[config.mk]
export PLATFORM = sky130hd
export DESIGN_NAME = toa_alu
export DESIGN_NICKNAME = d
export VERILOG_FILES = /design/src/design/toa_addsub.v /design/src/design/toa_alu.v
export VERILOG_INCLUDE_DIRS = /design/src /design/src/pkg
export SDC_FILE = /design/constraint.sdc
export NUM_CORES = 1
export LEC_CHECK = 0
export ABC_CLOCK_PERIOD_IN_PS = 4100
export BUFFER_PORTS_ARGS = -buffer_cell sky130_fd_sc_hd__buf_2
export CORE_UTILIZATION = 50
export CTS_CLUSTER_SIZE = 16
export DETAILED_ROUTE_END_ITERATION = 7
export PLACE_DENSITY = 0.72
export SLEW_MARGIN = 30
export SYNTH_ARGS = -nofsm -noshare
export SYNTH_HDL_FRONTEND = slang
export SYNTH_SLANG_ARGS = --single-unit
[constraint.sdc]
create_clock -name ref_clk -period 4.1 [get_ports ref_clk]
set_input_delay 0.615 -clock ref_clk [delete_from_list [all_inputs] [get_ports ref_clk]]
set_output_delay 0.615 -clock ref_clk [all_outputs]
set_load 0.01 [all_outputs]
[src/pkg/toa_defines.vh]
`ifndef TOA_DEFINES_VH
`define TOA_DEFINES_VH

// Operation select codes
`define TOA_OP_W 4
`define TOA_OP_ADD_TRAP 4'h0
`define TOA_OP_ADD_NOTRAP 4'h1
`define TOA_OP_SUB_TRAP 4'h2
`define TOA_OP_SUB_NOTRAP 4'h3
`define TOA_OP_LESS_SIGNED 4'h4
`define TOA_OP_LESS_UNSIGNED 4'h5
`define TOA_OP_AND 4'h6
`define TOA_OP_OR 4'h7
`define TOA_OP_XOR 4'h8
`define TOA_OP_NOR 4'h9
`define TOA_OP_DW_ADD_TRAP 4'hA
`define TOA_OP_DW_ADD_NOTRAP 4'hB
`define TOA_OP_DW_SUB_TRAP 4'hC
`define TOA_OP_DW_SUB_NOTRAP 4'hD

// Widths and positions
`define TOA_DW 64
`define TOA_WORD_MSB 31
`define TOA_REG_AW 5

// Reset values
`define TOA_RESULT_RST 64'h0000000000000000
`define TOA_REG_RST 5'h00

`endif
[src/design/toa_addsub.v]
`timescale 1ns/100ps
`default_nettype none
`include "toa_defines.vh"

module toa_addsub (
  input wire [`TOA_DW-1:0] a,
  input wire [`TOA_DW-1:0] b,
  input wire subtract,
  output wire [`TOA_DW-1:0] sum64,
  output wire [`TOA_DW-1:0] sum32_ext,
  output wire ovf64,
  output wire ovf32
);
  wire [`TOA_DW-1:0] b_eff;
  wire [`TOA_DW-1:0] raw;

  assign b_eff = subtract ? ~b : b;
  assign raw = a + b_eff + {{(`TOA_DW-1){1'b0}}, subtract};
  assign sum64 = raw;
  // Word result sign-extended from bit 31
  assign sum32_ext = {{32{raw[`TOA_WORD_MSB]}}, raw[`TOA_WORD_MSB:0]};
  // Signed overflow: operands agree in sign, result differs
  assign ovf64 = (a[63] == b_eff[63]) && (raw[63] != a[63]);
  assign ovf32 = (a[31] == b_eff[31]) && (raw[31] != a[31]);
endmodule

`default_nettype wire

[src/design/toa_alu.v]
`timescale 1ns/100ps
`default_nettype none
`include "toa_defines.vh"

// Contract
// - Trapping word add writes the 32-bit sum and raises an exception on signed overflow.
// - Non-trapping word add writes the 32-bit sum and never raises overflow.
// - Both word subtracts write first source minus second source as a 32-bit difference.
// - Set-if-less writes one when first source is below second, signed or unsigned, else zero.
// - Conjunction writes the bitwise AND of both sources.
// - Disjunction writes the bitwise OR of both sources.
// - Exclusive disjunction writes the bitwise XOR of both sources.
// - Negated disjunction writes the inverted bitwise OR of both sources.
// - Trapping doubleword add writes the 64-bit sum and traps on signed overflow.
// - Non-trapping doubleword add writes the 64-bit sum and never traps.
// - Trapping doubleword subtract writes the 64-bit difference and traps on overflow.
// - Non-trapping doubleword subtract writes the 64-bit difference and never traps.
module toa_alu (
  input wire ref_clk,
  input wire rst,
  input wire issue_valid,
  input wire [`TOA_OP_W-1:0] op_select,
  input wire mode_64,
  input wire [`TOA_DW-1:0] first_source_register,
  input wire [`TOA_DW-1:0] second_source_register,
  input wire [`TOA_REG_AW-1:0] dest_index,
  output reg result_valid_r,
  output reg [`TOA_DW-1:0] result_r,
  output reg [`TOA_REG_AW-1:0] dest_index_r,
  output reg write_enable_r,
  output reg overflow_trap_r,
  output reg illegal_op_r
);
  // ==========================================================
  // Operation class decode
  // ==========================================================
  // One decode for adder mode, trap enable and width keeps them in step
  reg is_sub;
  reg is_dword;
  reg is_trapping;
  reg is_known;

  always @* begin
    is_sub = 1'b0;
    is_dword = 1'b0;
    is_trapping = 1'b0;
    is_known = 1'b1;
    case (op_select)
      `TOA_OP_ADD_TRAP: begin
        is_trapping = 1'b1;
      end
      `TOA_OP_ADD_NOTRAP: begin
        is_trapping = 1'b0;
      end
      `TOA_OP_SUB_TRAP: begin
        is_sub = 1'b1;
        is_trapping = 1'b1;
      end
      `TOA_OP_SUB_NOTRAP: begin
        is_sub = 1'b1;
        is_trapping = 1'b0;
      end
      `TOA_OP_LESS_SIGNED, `TOA_OP_LESS_UNSIGNED: begin
        // Comparators work on the operands directly
        is_sub = 1'b0;
      end
      `TOA_OP_AND, `TOA_OP_OR, `TOA_OP_XOR, `TOA_OP_NOR: begin
        // Gates need neither adder nor trap
        is_sub = 1'b0;
      end
      `TOA_OP_DW_ADD_TRAP: begin
        is_dword = 1'b1;
        is_trapping = 1'b1;
      end
      `TOA_OP_DW_ADD_NOTRAP: begin
        is_dword = 1'b1;
        is_trapping = 1'b0;
      end
      `TOA_OP_DW_SUB_TRAP: begin
        is_sub = 1'b1;
        is_dword = 1'b1;
        is_trapping = 1'b1;
      end
      `TOA_OP_DW_SUB_NOTRAP: begin
        is_sub = 1'b1;
        is_dword = 1'b1;
        is_trapping = 1'b0;
      end
      default: begin
        // Codes past the last operation
        is_known = 1'b0;
      end
    endcase
  end

  // ==========================================================
  // Shared adder
  // ==========================================================
  wire [`TOA_DW-1:0] sum64;
  wire [`TOA_DW-1:0] sum32_ext;
  wire ovf64;
  wire ovf32;

  toa_addsub u_addsub (
    .a(first_source_register),
    .b(second_source_register),
    .subtract(is_sub),
    .sum64(sum64),
    .sum32_ext(sum32_ext),
    .ovf64(ovf64),
    .ovf32(ovf32)
  );

  // Word results: sign-extended in 64-bit mode, upper half zero otherwise
  function [`TOA_DW-1:0] word_out;
    input [`TOA_DW-1:0] ext;
    input m64;
    begin
      word_out = m64 ? ext : {32'h00000000, ext[`TOA_WORD_MSB:0]};
    end
  endfunction

  // ==========================================================
  // Operation select
  // ==========================================================
  reg [`TOA_DW-1:0] result_nxt;
  reg trap_nxt;
  reg illegal_nxt;
  wire less_signed;
  wire less_unsigned;

  // Comparisons on the full width; word operands arrive sign-extended
  assign less_signed = $signed(first_source_register) < $signed(second_source_register);
  assign less_unsigned = first_source_register < second_source_register;

  // Each trapping form judges overflow at its own width only
  always @* begin
    trap_nxt = 1'b0;
    illegal_nxt = ~is_known;
    if (is_trapping) begin
      trap_nxt = is_dword ? ovf64 : ovf32;
    end
  end

  // ==========================================================
  // Result select
  // ==========================================================
  always @* begin
    result_nxt = `TOA_RESULT_RST;
    case (op_select)
      `TOA_OP_ADD_TRAP: begin
        result_nxt = word_out(sum32_ext, mode_64);
      end
      `TOA_OP_ADD_NOTRAP: begin
        result_nxt = word_out(sum32_ext, mode_64);
      end
      `TOA_OP_SUB_TRAP: begin
        result_nxt = word_out(sum32_ext, mode_64);
      end
      `TOA_OP_SUB_NOTRAP: begin
        result_nxt = word_out(sum32_ext, mode_64);
      end
      `TOA_OP_LESS_SIGNED: begin
        result_nxt = {63'h0, less_signed};
      end
      `TOA_OP_LESS_UNSIGNED: begin
        result_nxt = {63'h0, less_unsigned};
      end
      `TOA_OP_AND: begin
        result_nxt = first_source_register & second_source_register;
      end
      `TOA_OP_OR: begin
        result_nxt = first_source_register | second_source_register;
      end
      `TOA_OP_XOR: begin
        result_nxt = first_source_register ^ second_source_register;
      end
      `TOA_OP_NOR: begin
        result_nxt = ~(first_source_register | second_source_register);
      end
      `TOA_OP_DW_ADD_TRAP: begin
        result_nxt = sum64;
      end
      `TOA_OP_DW_ADD_NOTRAP: begin
        result_nxt = sum64;
      end
      `TOA_OP_DW_SUB_TRAP: begin
        result_nxt = sum64;
      end
      `TOA_OP_DW_SUB_NOTRAP: begin
        result_nxt = sum64;
      end
      default: begin
        // Unknown code loads a cleared result; nothing is written
        result_nxt = `TOA_RESULT_RST;
      end
    endcase
  end

  // ==========================================================
  // Result stage
  // ==========================================================
  always @(posedge ref_clk or posedge rst) begin
    if (rst) begin
      result_valid_r <= 1'b0;
      result_r <= `TOA_RESULT_RST;
      dest_index_r <= `TOA_REG_RST;
      write_enable_r <= 1'b0;
      overflow_trap_r <= 1'b0;
      illegal_op_r <= 1'b0;
    end else begin
      result_valid_r <= issue_valid;
      dest_index_r <= issue_valid ? dest_index : dest_index_r;
      result_r <= issue_valid ? result_nxt : result_r;
      // An operation that raises the overflow trap, or an unknown one, never writes the destination
      write_enable_r <= issue_valid & ~trap_nxt & ~illegal_nxt;
      overflow_trap_r <= issue_valid & trap_nxt;
      illegal_op_r <= issue_valid & illegal_nxt;
    end
  end
endmodule

`default_nettype wire

==> results of run 1 <==
==> per-layer routing <==
layer	vias to the layer above	GRT usage
met5	-	0
met4	0	0.118
met3	82	0.0352
met2	502	0.537
met1	6462	0.441
li1	6532	-
==> layout by cell type, fill, tap and decap left out, types with 11 or more instances in the layout <==
| cell type | Yosys | layout |
|---|---|---|
| ha_1 | 255 | 255 |
| buf_2 | 0 | 212 |
| a21oi_1 | 189 | 187 |
| inv_1 | 187 | 186 |
| o21ai_0 | 142 | 142 |
| buf_4 | 0 | 127 |
| nand2_1 | 122 | 122 |
| xnor2_1 | 96 | 96 |
| dfrtp_1 | 73 | 73 |
| nor2_1 | 70 | 69 |
| a221oi_1 | 70 | 69 |
| a21o_1 | 43 | 42 |
| o2bb2ai_1 | 29 | 29 |
| nand3_1 | 23 | 23 |
| xor2_1 | 22 | 22 |
| nand4_1 | 21 | 21 |
| o21bai_1 | 21 | 21 |
| nor3_1 | 20 | 18 |
| a31oi_1 | 15 | 14 |
| o211ai_1 | 13 | 13 |
| o221ai_1 | 13 | 13 |
| o21a_1 | 12 | 12 |
| a211oi_1 | 12 | 11 |
| nor4_1 | 11 | 11 |
==> power by group through the flow <==
stage	Clock, mW	Combinational [mW]	Sequential [mW]
global placement	0	2.45	0.949
floorplan	0	1.49	0.993
CTS	0.835	2.50	0.938
finish	0.834	2.53	0.940
global route	0.858	2.77	0.951
detailed placement	0	2.48	0.950
==> sequential cells by signal, indices dropped and copies added (netlist names) <==
name and cells:
result_r 64, dest_index_r 5, illegal_op_r 1, overflow_trap_r 1
result_valid_r 1, write_enable_r 1
==> cell type report <==
type	instances	area [um2]	area share
well taps	330	413	0.0270
clock inverters	6	42.5	0.00279
multi-input cells	1319	9940	0.651
repair buffers	343	2090	0.137
flip-flops and latches	73	1830	0.120
clock buffers	10	239	0.0157
inverters	188	708	0.0464
==> path summary, 6_finish.rpt <==
path,slack [ns],end,start
hold reg to reg,0.49,result_r[5],result_r[5]
setup / recovery,0.22,result_r[60],op_select[2]
hold / removal,0.35,dest_index_r[3],rst
max in group asynchronous,2.87,result_r[24],rst
min in group ref_clk,0.49,result_r[5],result_r[5]
setup reg to reg,3.08,result_r[60],result_r[60]
==> cells by family after synthesis <==
family | after synthesis | synth area share
compound gates | 620 | 0.316
xor+xnor | 118 | 0.0805
fa+ha+maj | 256 | 0.250
buf+inv | 293 | 0.0874
flops | 73 | 0.142
mux | 13 | 0.0107
simple gates | 312 | 0.113
==> worst max-delay path, stage by stage <==
cell and delay [ns]:
buf_2 0.11, and3b_1 0.19, a21o_4 0.26, buf_4 0.18, xnor2_1 0.13, ha_1 0.38
a21oi_2 0.18, o211ai_1 0.12, o2111ai_1 0.12, nand3_1 0.14, o311a_4 0.39, or3_1 0.33
and4_4 0.30, o21ai_0 0.21, o221ai_1 0.14, a311o_1 0.31
==> stage by stage <==
stage | util | setup TNS [ns] | total power, mW
after CTS | 0.606 | 0 | 4.27
after global routing | 0.606 | 0 | 4.58
after detailed placement | 0.595 | -0.652 | 3.43
after global placement | 0.595 | 0 | 3.40
final | 0.606 | 0 | 4.30
after floorplan | - | -0.0140 | 2.48
==> run metrics, run 1 <==
Crit Path Class primary input to flip-flop; Nets 2331; synthesized instance count 1685; Final HPWL DP 33600 um; asr flop ratio synth 1.00; RSZ-0062 raised after global routing false; layout cells sized above 1 0.205; max_cap viols 0; DR pass1 iterations 5; drt initial violations 1054; row cnt 58; total core area 0.0252 mm2; hold crit path type primary input to async pin; CTS tree built; CP required 4.34 ns; Vias 13600; sequential power share 0.218; largest net degree at the start of global routing 87; CTS sink cnt 73; clock slew at the register clock pins of the worst setup and hold paths 0.07 ns; dpl cells 2253; synth unique cells 74; first-pass GRT wire length 69200 um; Yosys top cell area share 0.248; Starting Density 0.510; # DRC 0; VDD IR max 0.165 mV; R2R depth 3; power density over the cells 282 mW/mm2; Metal-1 WL 19600 um; outcome finished clean; total congestion overflow 0; Main synth FF type dfrtp_1; PostCTS Resize Cnt 0; Post-Syn Nets 2082; vias in the first global route 13100; Final Hold Fails 0; Leak 7.63 nW; Yosys top cell by area ha_1; Max Slew Vio Count 0; Die Ht 162 um; Arr. time, crit path 4.12 ns; routed wl met2 19900 um; final non-filler cell total 2269; top routing layer used met4; synthesized cell area 0.0128 mm2; dpl ws -0.125 ns; gpl congestion 0.962; DP Area 0.0150 mm2; clk_skew 0 ns; Slew headroom 0.336; # diodes 0; final setup fails 0; clock share of power 0.194; hold slack 0.348 ns; syn_area_per_cell 7.62 um2; Synth area leaders ha_1 25%, dfrtp_1 14%, a21oi_1 7.4%; top-count cell post-synth ha_1; largest fanout on the critical path 19; most instantiated cells after synthesis 255 x ha_1, 189 x a21oi_1, 187 x inv_1, 142 x o21ai_0, 122 x nand2_1; #FFs+latches synth 73; Post-synth EDFFs 0; combinational power share 0.588; Met3 Wirelength 2500 um; Vias/cell 5.98; die area 0.0263 mm2; Port Buffers 213; fillers 2342; Worst setup SP type primary input; switching part of the total power 0.452; Worst-Margin Slew 0.996 ns; sequential-to-total area share from yosys stat 0.142; I/O Pins 214; crit path setup slack, layout 0.221 ns; CTS Root Buffer Type clkbuf_16; Die Wd 162 um; CP endpoint kind flip-flop; total track usage 0.327; Final ANT Viol Nets 0; Hold Buf Count CTS 0; fin crit share 0.946; Routed WL 43200 um; cell-internal power 2.36 mW; H-tree depth 3; Finished Cell Area 0.0153 mm2; worst skew pair latency 0.36 ns; post-layout min period 3.88 ns; Setup Fix Bufs, Post-CTS 0; sw power 1.95 mW; warning count from the yosys run 0; area grow syn2layout 18.9%; Max Freq 258 MHz; Routed WL per cell 19.0 um; cts bufs inserted 9; CTS Buffer Depth 2; antenna violations before repair 0
Note: power is estimated with default switching activity, not from simulation.
==> run 2: changes to the inputs <==
- HOLD_SLACK_MARGIN: not set -> 0.06
- SETUP_SLACK_MARGIN: not set -> 0.4
==> run 2 against run 1 <==
Effect of this change:
- via count is 3.3% higher
- final cell count is 1.8% higher
- register-to-register slack worse by 0.03 ns
- hold slack got worse by 0.091 ns
- global-route usage is 1.3 points higher
- total power rose by 6.7%
- combinational power up 12%
- design area grew 7.3%
- count of clock-buffer cells in the layout increased by 2
- flip-flop and latch count unchanged
==> run metrics, run 2 (same netlist as run 1, synthesis figures left out) <==
outcome finished clean; clk_skew 0 ns; Routed WL 45800 um; Leak 8.01 nW; Final ANT Viol Nets 0; I/O Pins 214; buffers and inverters on the worst path 4; Slew headroom 0.469; Nets 2372; largest net degree at the start of global routing 66; DR pass1 iterations 5; reg2reg setup slack 3.05 ns; Vias/cell 6.07; hold crit path type primary input to async pin; final setup fails 0; Max Freq 267 MHz; antenna violations before repair 1; die area 0.0263 mm2; Critical Path Slowest Stage Cell ha_2; VDD IR max 0.184 mV; Final Hold Fails 0; Max Slew Vio Count 0; R2R depth 3; # DRC 0; Starting Density 0.510; H-tree depth 3; Routed WL per cell 19.8 um; CTS Root Buffer Type clkbuf_16; Largest register FFs 64; crit-path cells buf_8, and3b_2, a21o_4, buf_12, buf_4, xnor2_1, ha_2, a21o_1, a21oi_1, o2bb2ai_1, a31oi_2, a21oi_4, buf_6, a31o_4, nor2_4, a221oi_4, nor4b_2, a311o_1; CP endpoint kind flip-flop; total track usage 0.340; drt initial violations 1149; most frequent cells in the layout 242 x ha_1, 210 x buf_2, 186 x inv_1; Final HPWL DP 33800 um; Finished Cell Area 0.0164 mm2; post-layout min period 3.74 ns; total congestion overflow 0; largest fanout on the critical path 6; Vias 14000; cell family with most CP delay compound AO/OA/AOI/OAI gates; clock slew at the register clock pins of the worst setup and hold paths 0.06 ns; vias in the first global route 13200; hold slack 0.256 ns; Arr. time, crit path 3.98 ns; Regs by FF count result_r: 64 flops, dest_index_r: 5 flops; CTS Buffer Depth 2; first-pass GRT wire length 70800 um; total core area 0.0252 mm2; fin crit share 0.912; Crit Path Class primary input to flip-flop; cts bufs inserted 9; RSZ-0062 raised after global routing true; CTS tree built; gpl congestion 0.970; CP required 4.33 ns; Worst setup SP type primary input; worst skew pair latency 0.35 ns; power density over the cells 280 mW/mm2; area grow syn2layout 27.5%; dpl ws -0.168 ns; DP Area 0.0150 mm2; layout cells sized above 1 0.267; Worst-Margin Slew 0.794 ns; Critical R2R Capture result_r[60]; Biggest register result_r; max_cap viols 0; Die Ht 162 um; most common cell after layout, fill and taps aside ha_1; row cnt 58; crit path setup slack, layout 0.359 ns; Port Buffers 213; R2R Path Start result_r[60]; CTS sink cnt 73; Crit path largest cell delay 0.34 ns; Die Wd 162 um
## run 2: worst max-delay path by stage
stage                 start           end  depth (start not counted)
2_1_floorplan  op_select[2]  result_r[60]                         18
5_1_grt        op_select[3]  result_r[51]                         18
6_report       op_select[3]  result_r[60]                         18
4_1_cts        op_select[2]  result_r[60]                         16
3_5_place_dp   op_select[3]  result_r[43]                         15
3_3_place_gp   op_select[3]  result_r[61]                         17
## run 2: timing repair
action,in CTS,in global routing
cloned,5,1
hold buffers,0,0
pin swaps,35,36
setup buffers,24,19
endpoints found under the setup margin,24,39
resized for setup,70,80
## run 2: metrics by stage
| step | power [mW] | util | instances | setup TNS (ns) |
|---|---|---|---|---|
| after floorplan | 2.52 | - | 1685 | 0 |
| after global placement | 3.42 | 0.595 | 2245 | -0.195 |
| after detailed placement | 3.45 | 0.595 | 2245 | -0.744 |
| after CTS | 4.40 | 0.629 | 2288 | 0 |
| after global routing | 4.85 | 0.650 | 2309 | 0 |
| final | 4.59 | 0.650 | 2309 | 0 |
## run 2: where the power goes
group	total [mW]	switching [mW]	internal (mW)
Combinational	2.84	1.59	1.25
Sequential	0.942	0.0911	0.851
Clock	0.807	0.368	0.439
Total	4.59	2.05	2.54
## run 2: cell type report
type | count | area, um2
Clock inverter | 2 | 15.0
Fill cell | 2234 | 8810
Clock buffer | 12 | 256
Multi-Input combinational cell | 1322 | 10600
Timing Repair Buffer | 381 | 2540
Tap cell | 330 | 413
Sequential cell | 73 | 1830
Antenna cell | 1 | 2.50
Inverter | 188 | 707
## run 2: per-layer routing
metal  track usage  share of wire
met1         0.455           0.45
met2         0.558           0.46
met3        0.0370          0.058
met4         0.129          0.032
met5             0              0
==> run 3: changes to the inputs <==
- PLACE_DENSITY: 0.72 -> not set
- PLACE_DENSITY_LB_ADDON: not set -> 0.15
==> run 3 against run 2 <==
Effect of this change:
- clock power up 29%
- flip-flop and latch count unchanged
- register-to-register slack about the same
- critical path depth up 1
- clock skew unchanged
- routed wire length down 2.6%
- non-clock buffer count down 30
- via count down 2.7%
- die area unchanged
- critical endpoint is now result_r[37]
- highest routed layer unchanged
==> run metrics, run 3 (same netlist as run 1, synthesis figures left out) <==
# diodes 0; first-pass GRT wire length 69500 um; most frequent cells in the layout 252 x ha_1, 209 x buf_2, 186 x inv_1; final non-filler cell total 2278; CP endpoint kind flip-flop; Largest register FFs 64; clock slew at the register clock pins of the worst setup and hold paths 0.07 ns; area grow syn2layout 22.9%; CTS tree built; Crit Path Class primary input to flip-flop; Routed WL per cell 19.6 um; post-layout util 0.627; Worst-Margin Slew 0.919 ns; buffers and inverters on the worst path 5; largest fanout on the critical path 8; DR pass1 iterations 6; Critical Path Slowest Stage Cell and4_4; footprint of the multi-input gates 0.0103 mm2; total core area 0.0252 mm2; row cnt 58; # DRC 0; Port Buffers 213; CTS sink cnt 73; final setup fails 0; cts bufs inserted 9; Finished Cell Area 0.0158 mm2; Die Ht 162 um; Max Freq 262 MHz; die area 0.0263 mm2; Crit path largest cell delay 0.41 ns; Routed WL 44600 um; Critical R2R Capture result_r[60]; H-tree depth 3; crit-path cells buf_8, and3b_2, a21o_4, buf_12, xnor2_2, ha_1, a21oi_2, buf_4, o211ai_1, o2111ai_1, nand3_1, o311a_4, buf_4, o21ai_2, and4_4, buf_12, nor2_1, o21ai_1, a22o_1; CP required 4.39 ns; antenna violations before repair 0; max_cap viols 0; VDD IR max 0.203 mV; total congestion overflow 0; Die Wd 162 um; worst skew pair latency 0.35 ns; gpl congestion 0.959; fin crit share 0.932; Regs by FF count result_r: 64 flops, dest_index_r: 5 flops; Vias 13600; R2R depth 3; Biggest register result_r; sequential cell area 0.00183 mm2; outcome finished clean; R2R Path Start result_r[60]; most common cell after layout, fill and taps aside ha_1; layout cells sized above 1 0.232; Final Hold Fails 0; vias in the first global route 13100; CTS Root Buffer Type clkbuf_16; clk_skew 0 ns; drt initial violations 1141; total track usage 0.332; hold crit path type primary input to async pin; reg2reg setup slack 3.06 ns; Worst setup SP type primary input; DP Area 0.0150 mm2; Max Slew Vio Count 0; Arr. time, crit path 4.11 ns; CTS Buffer Depth 2; Leak 7.80 nW; RSZ-0062 raised after global routing true; largest net degree at the start of global routing 79; Starting Density 0.510; Nets 2340; I/O Pins 214; cell family with most CP delay compound AO/OA/AOI/OAI gates; dpl cells 2245; Final ANT Viol Nets 0; fillers 2340; Slew headroom 0.386; post-layout min period 3.82 ns; Final HPWL DP 33700 um; power density over the cells 293 mW/mm2; Vias/cell 5.99
==> run 3: cell count changes in the layout (fill, tap and decap cells not counted), sizes merged <==
cell | before | now
clkbuf | 13 | 14
buf | 380 | 349
clkinvlp | 2 | 1
diode | 1 | 0
a21o | 45 | 43
bufinv | 0 | 3
==> run 3: cell type report <==
type,instances,share of cell area
multi-input cells,1320,0.650
repair buffers,351,0.141
flip-flops and latches,73,0.116
inverters,188,0.0448
well taps,330,0.0262
clock buffers,12,0.0169
clock inverters,4,0.00618
==> run 3: per-layer routing <==
layer | GRT usage | part of all wire
met1 | 0.440 | 0.45
met2 | 0.545 | 0.46
met3 | 0.0401 | 0.065
met4 | 0.135 | 0.030
met5 | 0 | 0
==> run 3: repair_timing <==
action	CTS	global route
hold buffers	0	0
cloned	0	3
buffers inserted	4	10
pin swaps	8	23
gates resized for setup	16	56
setup endpoints to repair	28	38
==> run 3: worst max path at each step <==
stage,startpoint,depth (start not counted),slack (ns),to
finish,op_select[3],19,0.28,result_r[37]
global route,op_select[3],19,0.17,result_r[37]
floorplan,op_select[2],18,0.15,result_r[60]
global placement,op_select[1],16,-0.11,result_r[41]
detailed placement,op_select[1],17,-0.12,result_r[60]
CTS,op_select[3],17,0.31,result_r[60]
==> run 3: report_power, final <==
group          total (mW)  leakage (nW)  internal (mW)  switching, mW
Clock                1.04         0.175          0.647          0.390
Combinational        2.65          6.73           1.14           1.52
Sequential          0.935         0.900          0.850         0.0850
Total                4.63          7.80           2.63           1.99
==> run 3: stage by stage <==
step                      hold slack (ns)  worst slack [ns]  power, mW  setup TNS, ns
final                               0.400             0.280       4.63              0
after global routing                0.445             0.166       4.92              0
after CTS                           0.411             0.315       4.52              0
after detailed placement            0.468            -0.118       3.44         -0.643
after global placement              0.463            -0.112       3.41         -0.218
after floorplan                     0.521             0.153       2.52              0
